$ cat src/spp_pkg.sv
// shared constants and types for the serial programming port link
package spp_pkg;

  // ----------------------------------------------------------------
  // frame and timing
  // ----------------------------------------------------------------
  localparam logic [3:0] RX_LAST_BIT  = 4'h9;
  localparam logic [3:0] RX_DATA_BITS = 4'h8;
  localparam logic [3:0] TX_FRAME_BITS = 4'hc;
  localparam logic [8:0] IDLE_MIN_BITS = 9'h002;
  localparam logic [7:0] GUARD_RST     = 8'h80;
  localparam logic [3:0] KEY_BYTES     = 4'h8;
  localparam logic [3:0] ONE_OPERAND   = 4'h1;

  // ----------------------------------------------------------------
  // control/status space map
  // ----------------------------------------------------------------
  localparam logic [3:0] CSS_GUARD_ADDR = 4'h2;

  // ----------------------------------------------------------------
  // instruction encodings
  // ----------------------------------------------------------------
  localparam logic [7:0] OP_LD_IND     = 8'h20;
  localparam logic [7:0] OP_ST_IND     = 8'h60;
  localparam logic [7:0] OP_IND_MASK   = 8'hfb;
  localparam logic [7:0] OP_PTR_ST     = 8'h68;
  localparam logic [7:0] OP_PTR_MASK   = 8'hfe;
  localparam logic [7:0] OP_IO_MASK    = 8'h90;
  localparam logic [7:0] OP_LD_IO      = 8'h10;
  localparam logic [7:0] OP_ST_IO      = 8'h90;
  localparam logic [7:0] OP_CSS_MASK   = 8'hf0;
  localparam logic [7:0] OP_LD_CSS     = 8'h80;
  localparam logic [7:0] OP_ST_CSS     = 8'hc0;
  localparam logic [7:0] OP_KEY        = 8'he0;
  localparam int         OP_INC_BIT    = 2;

  typedef enum logic [3:0] {
    K_LD_DS, K_ST_DS, K_ST_PTR, K_LD_IO, K_ST_IO,
    K_LD_CSS, K_ST_CSS, K_KEY, K_BAD
  } spp_kind_t;

  typedef enum {
    MS_INSTR, MS_OPERAND, MS_ISSUE, MS_WAIT_RSP, MS_SEND, MS_ERROR
  } spp_msg_state_t;

  // access request toward data or i/o space
  typedef struct packed {
    logic        write;
    logic        io;
    logic [15:0] addr;
    logic [7:0]  data;
  } spp_req_t;

endpackage

$ cat src/spp_link.sv
// device side of the serial programming port: link phy and message layer
// Functional notes
// - after a start bit, sample each bit on rising link clock through stop two
// - a completed good frame hands its byte to the message layer
// - a stop bit sampled low raises a frame error
// - parity accumulated over data bits; mismatch with parity bit raises error
// - a complete frame of all zeros raises break detection
// - any receive exception puts the message layer in error, phy in receive
// - transmit loads the shift register then shifts one frame at link rate
// - zeros always driven; ones driven first cycle only, then released
// - while released in transmit, a low line is a collision
// - collision stops transmit, drops driver, returns to receive, enters error
// - both stop bits always sent high
// - guard time plus two idle bits precede start after receive
// - guard time is a control space setting, 128 bits after reset
// - read instructions are answered by the device sending the operand
// - one operand per instruction, eight after the key instruction
// - control space by its load/store; data space via pointer, i/o space direct
// - exception aborts, holds error until a break, then default state
// - frame: low start, eight data lsb first, parity, two high stops
// - parity is exclusive-or of the eight data bits
// - break is low for at least twelve bit times, maybe longer
// - data changes on falling edges, sampled on rising; receive by default
`timescale 1ns/100ps

module spp_link
  import spp_pkg::*;
(
  input  wire logic     core_clk,
  input  wire logic     resetn,
  input  wire logic     prog_link_clock_pin,
  input  wire logic     prog_link_data_pin_in,
  output logic          prog_link_data_pin_out,
  output logic          prog_link_data_pin_oe,
  output logic          req_valid,
  output spp_req_t      req,
  input  wire logic     req_ready,
  input  wire logic     rsp_valid,
  input  wire logic [7:0] rsp_data,
  output logic          key_valid,
  output logic [63:0]   key_value
);

  // ----------------------------------------------------------------
  // pin synchronisers and link clock edges
  // ----------------------------------------------------------------
  logic clk_s1_reg, clk_s2_reg, clk_s3_reg;
  logic dat_s1_reg, dat_s2_reg;
  logic rise, fall;

  always_ff @(posedge core_clk or negedge resetn)
  begin
    if (!resetn)
    begin
      // link clock idles high: no false edge once reset lifts
      clk_s1_reg <= 1'b1;
      clk_s2_reg <= 1'b1;
      clk_s3_reg <= 1'b1;
      dat_s1_reg <= 1'b1;
      dat_s2_reg <= 1'b1;
    end
    else
    begin
      clk_s1_reg <= prog_link_clock_pin;
      clk_s2_reg <= clk_s1_reg;
      clk_s3_reg <= clk_s2_reg;
      dat_s1_reg <= prog_link_data_pin_in;
      dat_s2_reg <= dat_s1_reg;
    end
  end

  assign rise = clk_s2_reg & ~clk_s3_reg;
  assign fall = ~clk_s2_reg & clk_s3_reg;

  // ----------------------------------------------------------------
  // receiver
  // ----------------------------------------------------------------
  logic        tx_active_reg;
  logic        rx_busy_reg, rx_armed_reg, rx_par_reg;
  logic [3:0]  rx_cnt_reg;
  logic [10:0] rx_sr_reg;
  logic [10:0] rx_frame;
  logic        rx_ok_reg, rx_exc_reg, rx_brk_reg;
  logic [7:0]  rx_byte_reg;

  assign rx_frame = {dat_s2_reg, rx_sr_reg[10:1]};

  always_ff @(posedge core_clk or negedge resetn)
  begin
    if (!resetn)
    begin
      rx_busy_reg  <= 1'b0;
      rx_armed_reg <= 1'b0;
      rx_par_reg   <= 1'b0;
      rx_cnt_reg   <= 4'h0;
      rx_sr_reg    <= 11'h000;
      rx_ok_reg    <= 1'b0;
      rx_exc_reg   <= 1'b0;
      rx_brk_reg   <= 1'b0;
      rx_byte_reg  <= 8'h00;
    end
    else
    begin
      rx_ok_reg  <= 1'b0;
      rx_exc_reg <= 1'b0;
      rx_brk_reg <= 1'b0;
      if (tx_active_reg)
      begin
        rx_busy_reg  <= 1'b0;
        rx_armed_reg <= 1'b0;
      end
      else if (rise && !rx_busy_reg)
      begin
        rx_armed_reg <= dat_s2_reg;
        if (rx_armed_reg && !dat_s2_reg)
        begin
          rx_busy_reg <= 1'b1;
          rx_cnt_reg  <= 4'h0;
          rx_par_reg  <= 1'b0;
        end
      end
      else if (rise)
      begin
        rx_sr_reg  <= rx_frame;
        rx_cnt_reg <= rx_cnt_reg + 4'h1;
        if (rx_cnt_reg < RX_DATA_BITS)
          rx_par_reg <= rx_par_reg ^ dat_s2_reg;
        if (rx_cnt_reg == RX_LAST_BIT + 4'h1)
        begin
          rx_busy_reg  <= 1'b0;
          rx_armed_reg <= dat_s2_reg;
          if (rx_frame == 11'h000)
            rx_brk_reg <= 1'b1;
          else if (!rx_frame[9] || !rx_frame[10])
            rx_exc_reg <= 1'b1;
          else if (rx_par_reg != rx_frame[8])
            rx_exc_reg <= 1'b1;
          else
          begin
            rx_ok_reg   <= 1'b1;
            rx_byte_reg <= rx_frame[7:0];
          end
        end
      end
    end
  end

  // ----------------------------------------------------------------
  // transmitter with released-high driver and collision check
  // ----------------------------------------------------------------
  logic        tx_go_reg;
  logic [7:0]  tx_byte_reg;
  logic [7:0]  guard_reg;
  logic [8:0]  tx_idle_reg;
  logic [3:0]  tx_left_reg;
  logic [11:0] tx_sr_reg;
  logic        tx_prev_reg, tx_bit;
  logic        coll_reg, tx_done_reg;

  assign tx_bit = (tx_idle_reg != 9'h000) ? 1'b1 : tx_sr_reg[0];

  always_ff @(posedge core_clk or negedge resetn)
  begin
    if (!resetn)
    begin
      tx_active_reg          <= 1'b0;
      tx_idle_reg            <= 9'h000;
      tx_left_reg            <= 4'h0;
      tx_sr_reg              <= 12'hfff;
      tx_prev_reg            <= 1'b0;
      coll_reg               <= 1'b0;
      tx_done_reg            <= 1'b0;
      prog_link_data_pin_out <= 1'b1;
      prog_link_data_pin_oe  <= 1'b0;
    end
    else
    begin
      coll_reg    <= 1'b0;
      tx_done_reg <= 1'b0;
      if (tx_go_reg)
      begin
        tx_active_reg <= 1'b1;
        tx_idle_reg   <= {1'b0, guard_reg} + IDLE_MIN_BITS;
        tx_left_reg   <= TX_FRAME_BITS;
        tx_sr_reg     <= {2'b11, ^tx_byte_reg, tx_byte_reg, 1'b0};
        tx_prev_reg   <= 1'b0;
      end
      else if (tx_active_reg && rise && !prog_link_data_pin_oe
               && !dat_s2_reg)
      begin
        coll_reg              <= 1'b1;
        tx_active_reg         <= 1'b0;
        prog_link_data_pin_oe <= 1'b0;
      end
      else if (tx_active_reg && fall)
      begin
        if (tx_idle_reg == 9'h000 && tx_left_reg == 4'h0)
        begin
          tx_active_reg          <= 1'b0;
          tx_done_reg            <= 1'b1;
          prog_link_data_pin_out <= 1'b1;
          prog_link_data_pin_oe  <= 1'b0;
        end
        else
        begin
          if (tx_idle_reg != 9'h000)
            tx_idle_reg <= tx_idle_reg - 9'h001;
          else
          begin
            tx_sr_reg   <= {1'b1, tx_sr_reg[11:1]};
            tx_left_reg <= tx_left_reg - 4'h1;
          end
          tx_prev_reg            <= tx_bit;
          prog_link_data_pin_out <= tx_bit;
          prog_link_data_pin_oe  <= !tx_bit || !tx_prev_reg;
        end
      end
    end
  end

  // ----------------------------------------------------------------
  // two-entry request buffer toward data or i/o space
  // ----------------------------------------------------------------
  logic     push, buf_in_ready;
  logic     spare_valid_reg;
  spp_req_t spare_reg, msg_req_reg;
  spp_msg_state_t state_reg;

  assign buf_in_ready = !spare_valid_reg;
  assign push = (state_reg == MS_ISSUE) && buf_in_ready;

  always_ff @(posedge core_clk or negedge resetn)
  begin
    if (!resetn)
    begin
      req_valid       <= 1'b0;
      req             <= '0;
      spare_valid_reg <= 1'b0;
      spare_reg       <= '0;
    end
    else if (!req_valid || req_ready)
    begin
      req_valid <= spare_valid_reg || push;
      req       <= spare_valid_reg ? spare_reg : msg_req_reg;
      if (spare_valid_reg && push)
        spare_reg <= msg_req_reg;
      else
        spare_valid_reg <= 1'b0;
    end
    else if (push)
    begin
      spare_reg       <= msg_req_reg;
      spare_valid_reg <= 1'b1;
    end
  end

  // ----------------------------------------------------------------
  // message layer
  // ----------------------------------------------------------------
  spp_kind_t  kind_reg;
  spp_kind_t  kind;
  logic [3:0] opnd_cnt_reg;
  logic [7:0] instr_reg;
  logic [15:0] ptr_reg;
  logic [7:0] op;

  assign op = rx_byte_reg;

  always_comb
  begin
    kind = K_BAD;
    if ((op & OP_IND_MASK) == OP_LD_IND)
      kind = K_LD_DS;
    else if ((op & OP_IND_MASK) == OP_ST_IND)
      kind = K_ST_DS;
    else if ((op & OP_PTR_MASK) == OP_PTR_ST)
      kind = K_ST_PTR;
    else if ((op & OP_IO_MASK) == OP_LD_IO)
      kind = K_LD_IO;
    else if ((op & OP_IO_MASK) == OP_ST_IO)
      kind = K_ST_IO;
    else if ((op & OP_CSS_MASK) == OP_LD_CSS)
      kind = K_LD_CSS;
    else if ((op & OP_CSS_MASK) == OP_ST_CSS)
      kind = K_ST_CSS;
    else if (op == OP_KEY)
      kind = K_KEY;
  end

  always_ff @(posedge core_clk or negedge resetn)
  begin
    if (!resetn)
    begin
      state_reg    <= MS_INSTR;
      kind_reg     <= K_BAD;
      opnd_cnt_reg <= 4'h0;
      instr_reg    <= 8'h00;
      ptr_reg      <= 16'h0000;
      guard_reg    <= GUARD_RST;
      msg_req_reg  <= '0;
      tx_go_reg    <= 1'b0;
      tx_byte_reg  <= 8'h00;
      key_valid    <= 1'b0;
      key_value    <= 64'h0000_0000_0000_0000;
    end
    else
    begin
      tx_go_reg <= 1'b0;
      key_valid <= 1'b0;
      if (rx_exc_reg || rx_brk_reg || coll_reg)
      begin
        if (state_reg == MS_ERROR && rx_brk_reg)
          state_reg <= MS_INSTR;
        else
          state_reg <= MS_ERROR;
      end
      else
      begin
        unique case (state_reg)
          MS_INSTR:
            if (rx_ok_reg)
            begin
              kind_reg     <= kind;
              instr_reg    <= op;
              opnd_cnt_reg <= (kind == K_KEY) ? KEY_BYTES : ONE_OPERAND;
              msg_req_reg  <= '{write: 1'b0, io: kind == K_LD_IO,
                                addr: (kind == K_LD_IO)
                                  ? {10'h000, op[6:5], op[3:0]} : ptr_reg,
                                data: 8'h00};
              unique case (kind)
                K_LD_DS, K_LD_IO:
                  state_reg <= MS_ISSUE;
                K_LD_CSS:
                begin
                  tx_byte_reg <= (op[3:0] == CSS_GUARD_ADDR)
                                 ? guard_reg : 8'h00;
                  tx_go_reg   <= 1'b1;
                  state_reg   <= MS_SEND;
                end
                K_BAD:
                  state_reg <= MS_ERROR;
                default:
                  state_reg <= MS_OPERAND;
              endcase
            end
          MS_OPERAND:
            if (rx_ok_reg)
            begin
              opnd_cnt_reg <= opnd_cnt_reg - 4'h1;
              state_reg    <= MS_INSTR;
              unique case (kind_reg)
                K_KEY:
                begin
                  key_value <= {op, key_value[63:8]};
                  if (opnd_cnt_reg != ONE_OPERAND)
                    state_reg <= MS_OPERAND;
                  else
                    key_valid <= 1'b1;
                end
                K_ST_PTR:
                  if (instr_reg[0])
                    ptr_reg[15:8] <= op;
                  else
                    ptr_reg[7:0] <= op;
                K_ST_CSS:
                  if (instr_reg[3:0] == CSS_GUARD_ADDR)
                    guard_reg <= op;
                default:
                begin
                  msg_req_reg <= '{write: 1'b1, io: kind_reg == K_ST_IO,
                                   addr: (kind_reg == K_ST_IO)
                                     ? {10'h000, instr_reg[6:5],
                                        instr_reg[3:0]}
                                     : ptr_reg,
                                   data: op};
                  state_reg   <= MS_ISSUE;
                end
              endcase
            end
          MS_ISSUE:
            if (push)
            begin
              if (kind_reg == K_ST_DS && instr_reg[OP_INC_BIT])
                ptr_reg <= ptr_reg + 16'h0001;
              state_reg <= msg_req_reg.write ? MS_INSTR : MS_WAIT_RSP;
            end
          MS_WAIT_RSP:
            if (rsp_valid)
            begin
              if (kind_reg == K_LD_DS && instr_reg[OP_INC_BIT])
                ptr_reg <= ptr_reg + 16'h0001;
              tx_byte_reg <= rsp_data;
              tx_go_reg   <= 1'b1;
              state_reg   <= MS_SEND;
            end
          MS_SEND:
            if (tx_done_reg)
              state_reg <= MS_INSTR;
          MS_ERROR:
            state_reg <= MS_ERROR;
        endcase
      end
    end
  end

endmodule

$ cat config.mk
export PLATFORM = sky130hd
export DESIGN_NAME = spp_link
export DESIGN_NICKNAME = d
export VERILOG_FILES = /design/src/spp_pkg.sv /design/src/spp_link.sv
export SDC_FILE = /design/constraint.sdc
export NUM_CORES = 1
export LEC_CHECK = 0
export BUFFER_PORTS_ARGS = -buffer_cell sky130_fd_sc_hd__buf_2
export CAP_MARGIN = 20
export CORE_ASPECT_RATIO = 0.9
export CORE_MARGIN = 4
export CORE_UTILIZATION = 45
export CTS_CLUSTER_SIZE = 25
export DETAILED_ROUTE_END_ITERATION = 8
export SETUP_SLACK_MARGIN = 0.5
export SKIP_LAST_GASP = 1
export SLEW_MARGIN = 20
export SYNTH_ARGS = -nofsm -noshare
export SYNTH_HDL_FRONTEND = slang
export SYNTH_SLANG_ARGS = --single-unit
$ cat constraint.sdc
create_clock -name core_clk -period 2.6 [get_ports core_clk]
set_input_delay 0.39 -clock core_clk [delete_from_list [all_inputs] [get_ports core_clk]]
set_output_delay 0.39 -clock core_clk [all_outputs]
set_load 0.03 [all_outputs]
==> metrics.txt <==
wire per inst 16.30 µm; CTS tree done; sequential fraction of the synthesis area 55.25%; residual overflow from global routing 0; first-pass GRT wire length 42210 µm; n_diodes 0; Gate Count Post-Synth 1027; Async S/R FF share, synth 100.0%; antenna violations before repair 1; CTS max path bufs 3; largest stage delay on the critical path 0.53 ns; CP max FO 5; fin area 13980 µm²; clock period minus worst slack 2.146 ns; Mapped Avg Cell Area 11.37 µm²; Remaining DRCs 0; final setup TNS 0 ns; Pwr per Cell Area 740.0 nW/µm²; DR pass1 iterations 5; CTS buffer count 28; Synth top cells by count 239 x dfrtp_1, 125 x nand2_1, 119 x mux2_2, 71 x o21ai_0, 52 x nor2_1; post-synth cell types 74; dominant cells by area after synthesis dfrtp_1 51%, mux2_2 11%, dfstp_2 4.0%; most frequent cell after synthesis dfrtp_1; Worst VDD drop 503.3 µV; required time worst endpoint 3.02 ns; worst path cell trace inv_2 > ha_4 > or3b_4 > or4_4 > nor3_4 > buf_4 > a211oi_1; via-per-instance ratio 5.282; I/O pin cnt 108; Via Count 8061; Antenna Nets Post-Route 0; Port Buffers 107; # setup viols final 0; crit end category flop; max FFs per register 64; initial drt markers 458; clock sinks 257; Site Rows 55; clock skew 0.01400 ns; Setup CP Type reg -> reg; latest clock arrival within the worst-skew pair 0.54 ns; Area Overhead vs Synth 19.73%; dpl hpwl 16780 µm; Die ar. 28600 µm²; largest net degree at the start of global routing 68; Yosys top cell by area dfrtp_1; RSZ-0062 raised after global routing yes; Clock transition at path regs 0.06 ns; HP Class in -> reg; Final nets 1185; layout cells sized above 1 33.11%; clock root cell clkbuf_16; Placer Congestion 0.8173; drt total wl 24870 µm; Max Cap Violations 0; number of H-tree levels 1; CP max-delay cell or4_4; Lkg Pwr 6.701 nW; Die W 177.8 µm; vias in the first global route 8026; Slew HR 57.82%; Max Slew Vio Count 0; Mapped Area 11680 µm²; Synth top area share 51.21%; status finished, final reports clean; Ys Warns 0; area of placed instances 12760 µm²; Initial Utilization 46.12%; GRT Overall Usage 17.64%; WP data arrival 2.57 ns; Synth Flop Type dfrtp_1; Synth Net Count 1050; startpoint types flop; pin slew with the least headroom to its limit 0.6260 ns; Final Hold Fails 0; Die Ht 160.8 µm; core area 25320 µm²; share of the clock period used by the worst path 82.52%; Achievable Freq 466.1 MHz; Most flops, register key_value; Post-synth EDFFs 0; Seq cells post-synth 257
worst paths after layout:
path | startpoint | to | slack [ns] | depth (start not counted)
setup / recovery | tx_idle_reg[1]$_DFFE_PN0P_ | tx_left_reg[1]$_DFFE_PN0P_ | 0.45 | 7
hold / removal | rsp_data[4] | tx_byte_reg[4]$_DFFE_PN0P_ | 0.17 | 3
setup reg to reg | tx_idle_reg[1]$_DFFE_PN0P_ | tx_left_reg[1]$_DFFE_PN0P_ | 0.45 | 7
hold reg to reg | clk_s1_reg$_DFF_PN1_ | clk_s2_reg$_DFF_PN1_ | 0.35 | 0
max in group asynchronous | resetn | prog_link_data_pin_out$_DFFE_PN1P_ | 1.44 | 3
min in group asynchronous | resetn | req[3]$_DFFE_PN0N_ | 0.37 | 2
where the power goes:
part / internal, mW / switching (mW) / leakage (nW) / total (mW)
Clock: 2.56 / 1.59 / 0.495 / 4.15
Combinational: 0.709 / 0.734 / 2.75 / 1.44
Sequential: 4.39 / 0.369 / 3.46 / 4.76
Total: 7.66 / 2.69 / 6.70 / 10.3
area by class of cell:
type,count,area [µm²]
Clock buffer,39,844.6
Clock inverter,13,146.4
Fill cell,2255,11340
Inverter,12,45.04
Multi-Input combinational cell,700,5006
Sequential cell,257,6461
Tap cell,342,427.9
Timing Repair Buffer,163,1054
cells in the final DEF, fill, tap and decap left out, types with 13 or more instances in the layout:
cell type	netlist	routed
dfrtp_1	239	235
nand2_1	125	124
mux2_2	119	118
buf_2	23	107
o21ai_0	71	68
nor2_1	52	51
a21oi_1	48	48
buf_4	1	44
nand3_1	42	41
mux2i_1	39	39
clkbuf_16	0	30
dfstp_2	18	18
xnor2_1	17	17
nand2b_1	15	14
a22oi_1	13	13
routing by layer:
metal  wire (µm)  global-route usage, %  vias up
li1            -                      -     3934
met1       11770                  25.85     3904
met2       11480                  27.77      169
met3         980                  2.495       52
met4         621                  4.534        2
met5          12                      0        -
kinds of logic (layout without fill, tap and decap cells):
kind of cell	count (synthesis)	count (layout)	synth area share [%]
AO/OA/AOI/OAI	183	183	9.984
XOR/XNOR	26	26	1.950
adder cells (fa/ha/maj)	9	9	0.9641
buffers and inverters	70	227	2.592
flip-flops	257	257	55.25
multiplexers	158	158	14.82
AND/OR/NAND/NOR	324	324	14.44
worst max-delay path, delay by kind of cell, from the launching register on:
family / cells / cell delay [ns]
flops: 1 / 0.39
compound gates: 1 / 0.06
simple gates: 3 / 1.18
buf+inv: 2 / 0.25
fa+ha+maj: 1 / 0.14
stage by stage:
stage                     power, mW  hold WS, ns  utilization (%)  worst slack, ns  instances
after floorplan               5.736      0.09441                -           0.5024       1027
after global placement        6.104       0.3460            50.40           0.2479       1456
after detailed placement      6.134       0.3469            50.40           0.2458       1456
after CTS                     10.39       0.1475            54.65           0.4755       1516
after global routing          10.87       0.1584            55.22           0.3475       1526
final                         10.35       0.1656            55.22           0.4544       1526
repair_timing:
item	4_1_cts	5_1_grt
hold buffers	3	0
setup buffers	5	9
pin swaps	3	7
cloned	0	1
resized for setup	8	20
hold endpoints to repair	50	0
setup endpoints to repair	121	152
Power figures use the tool's default switching activity.
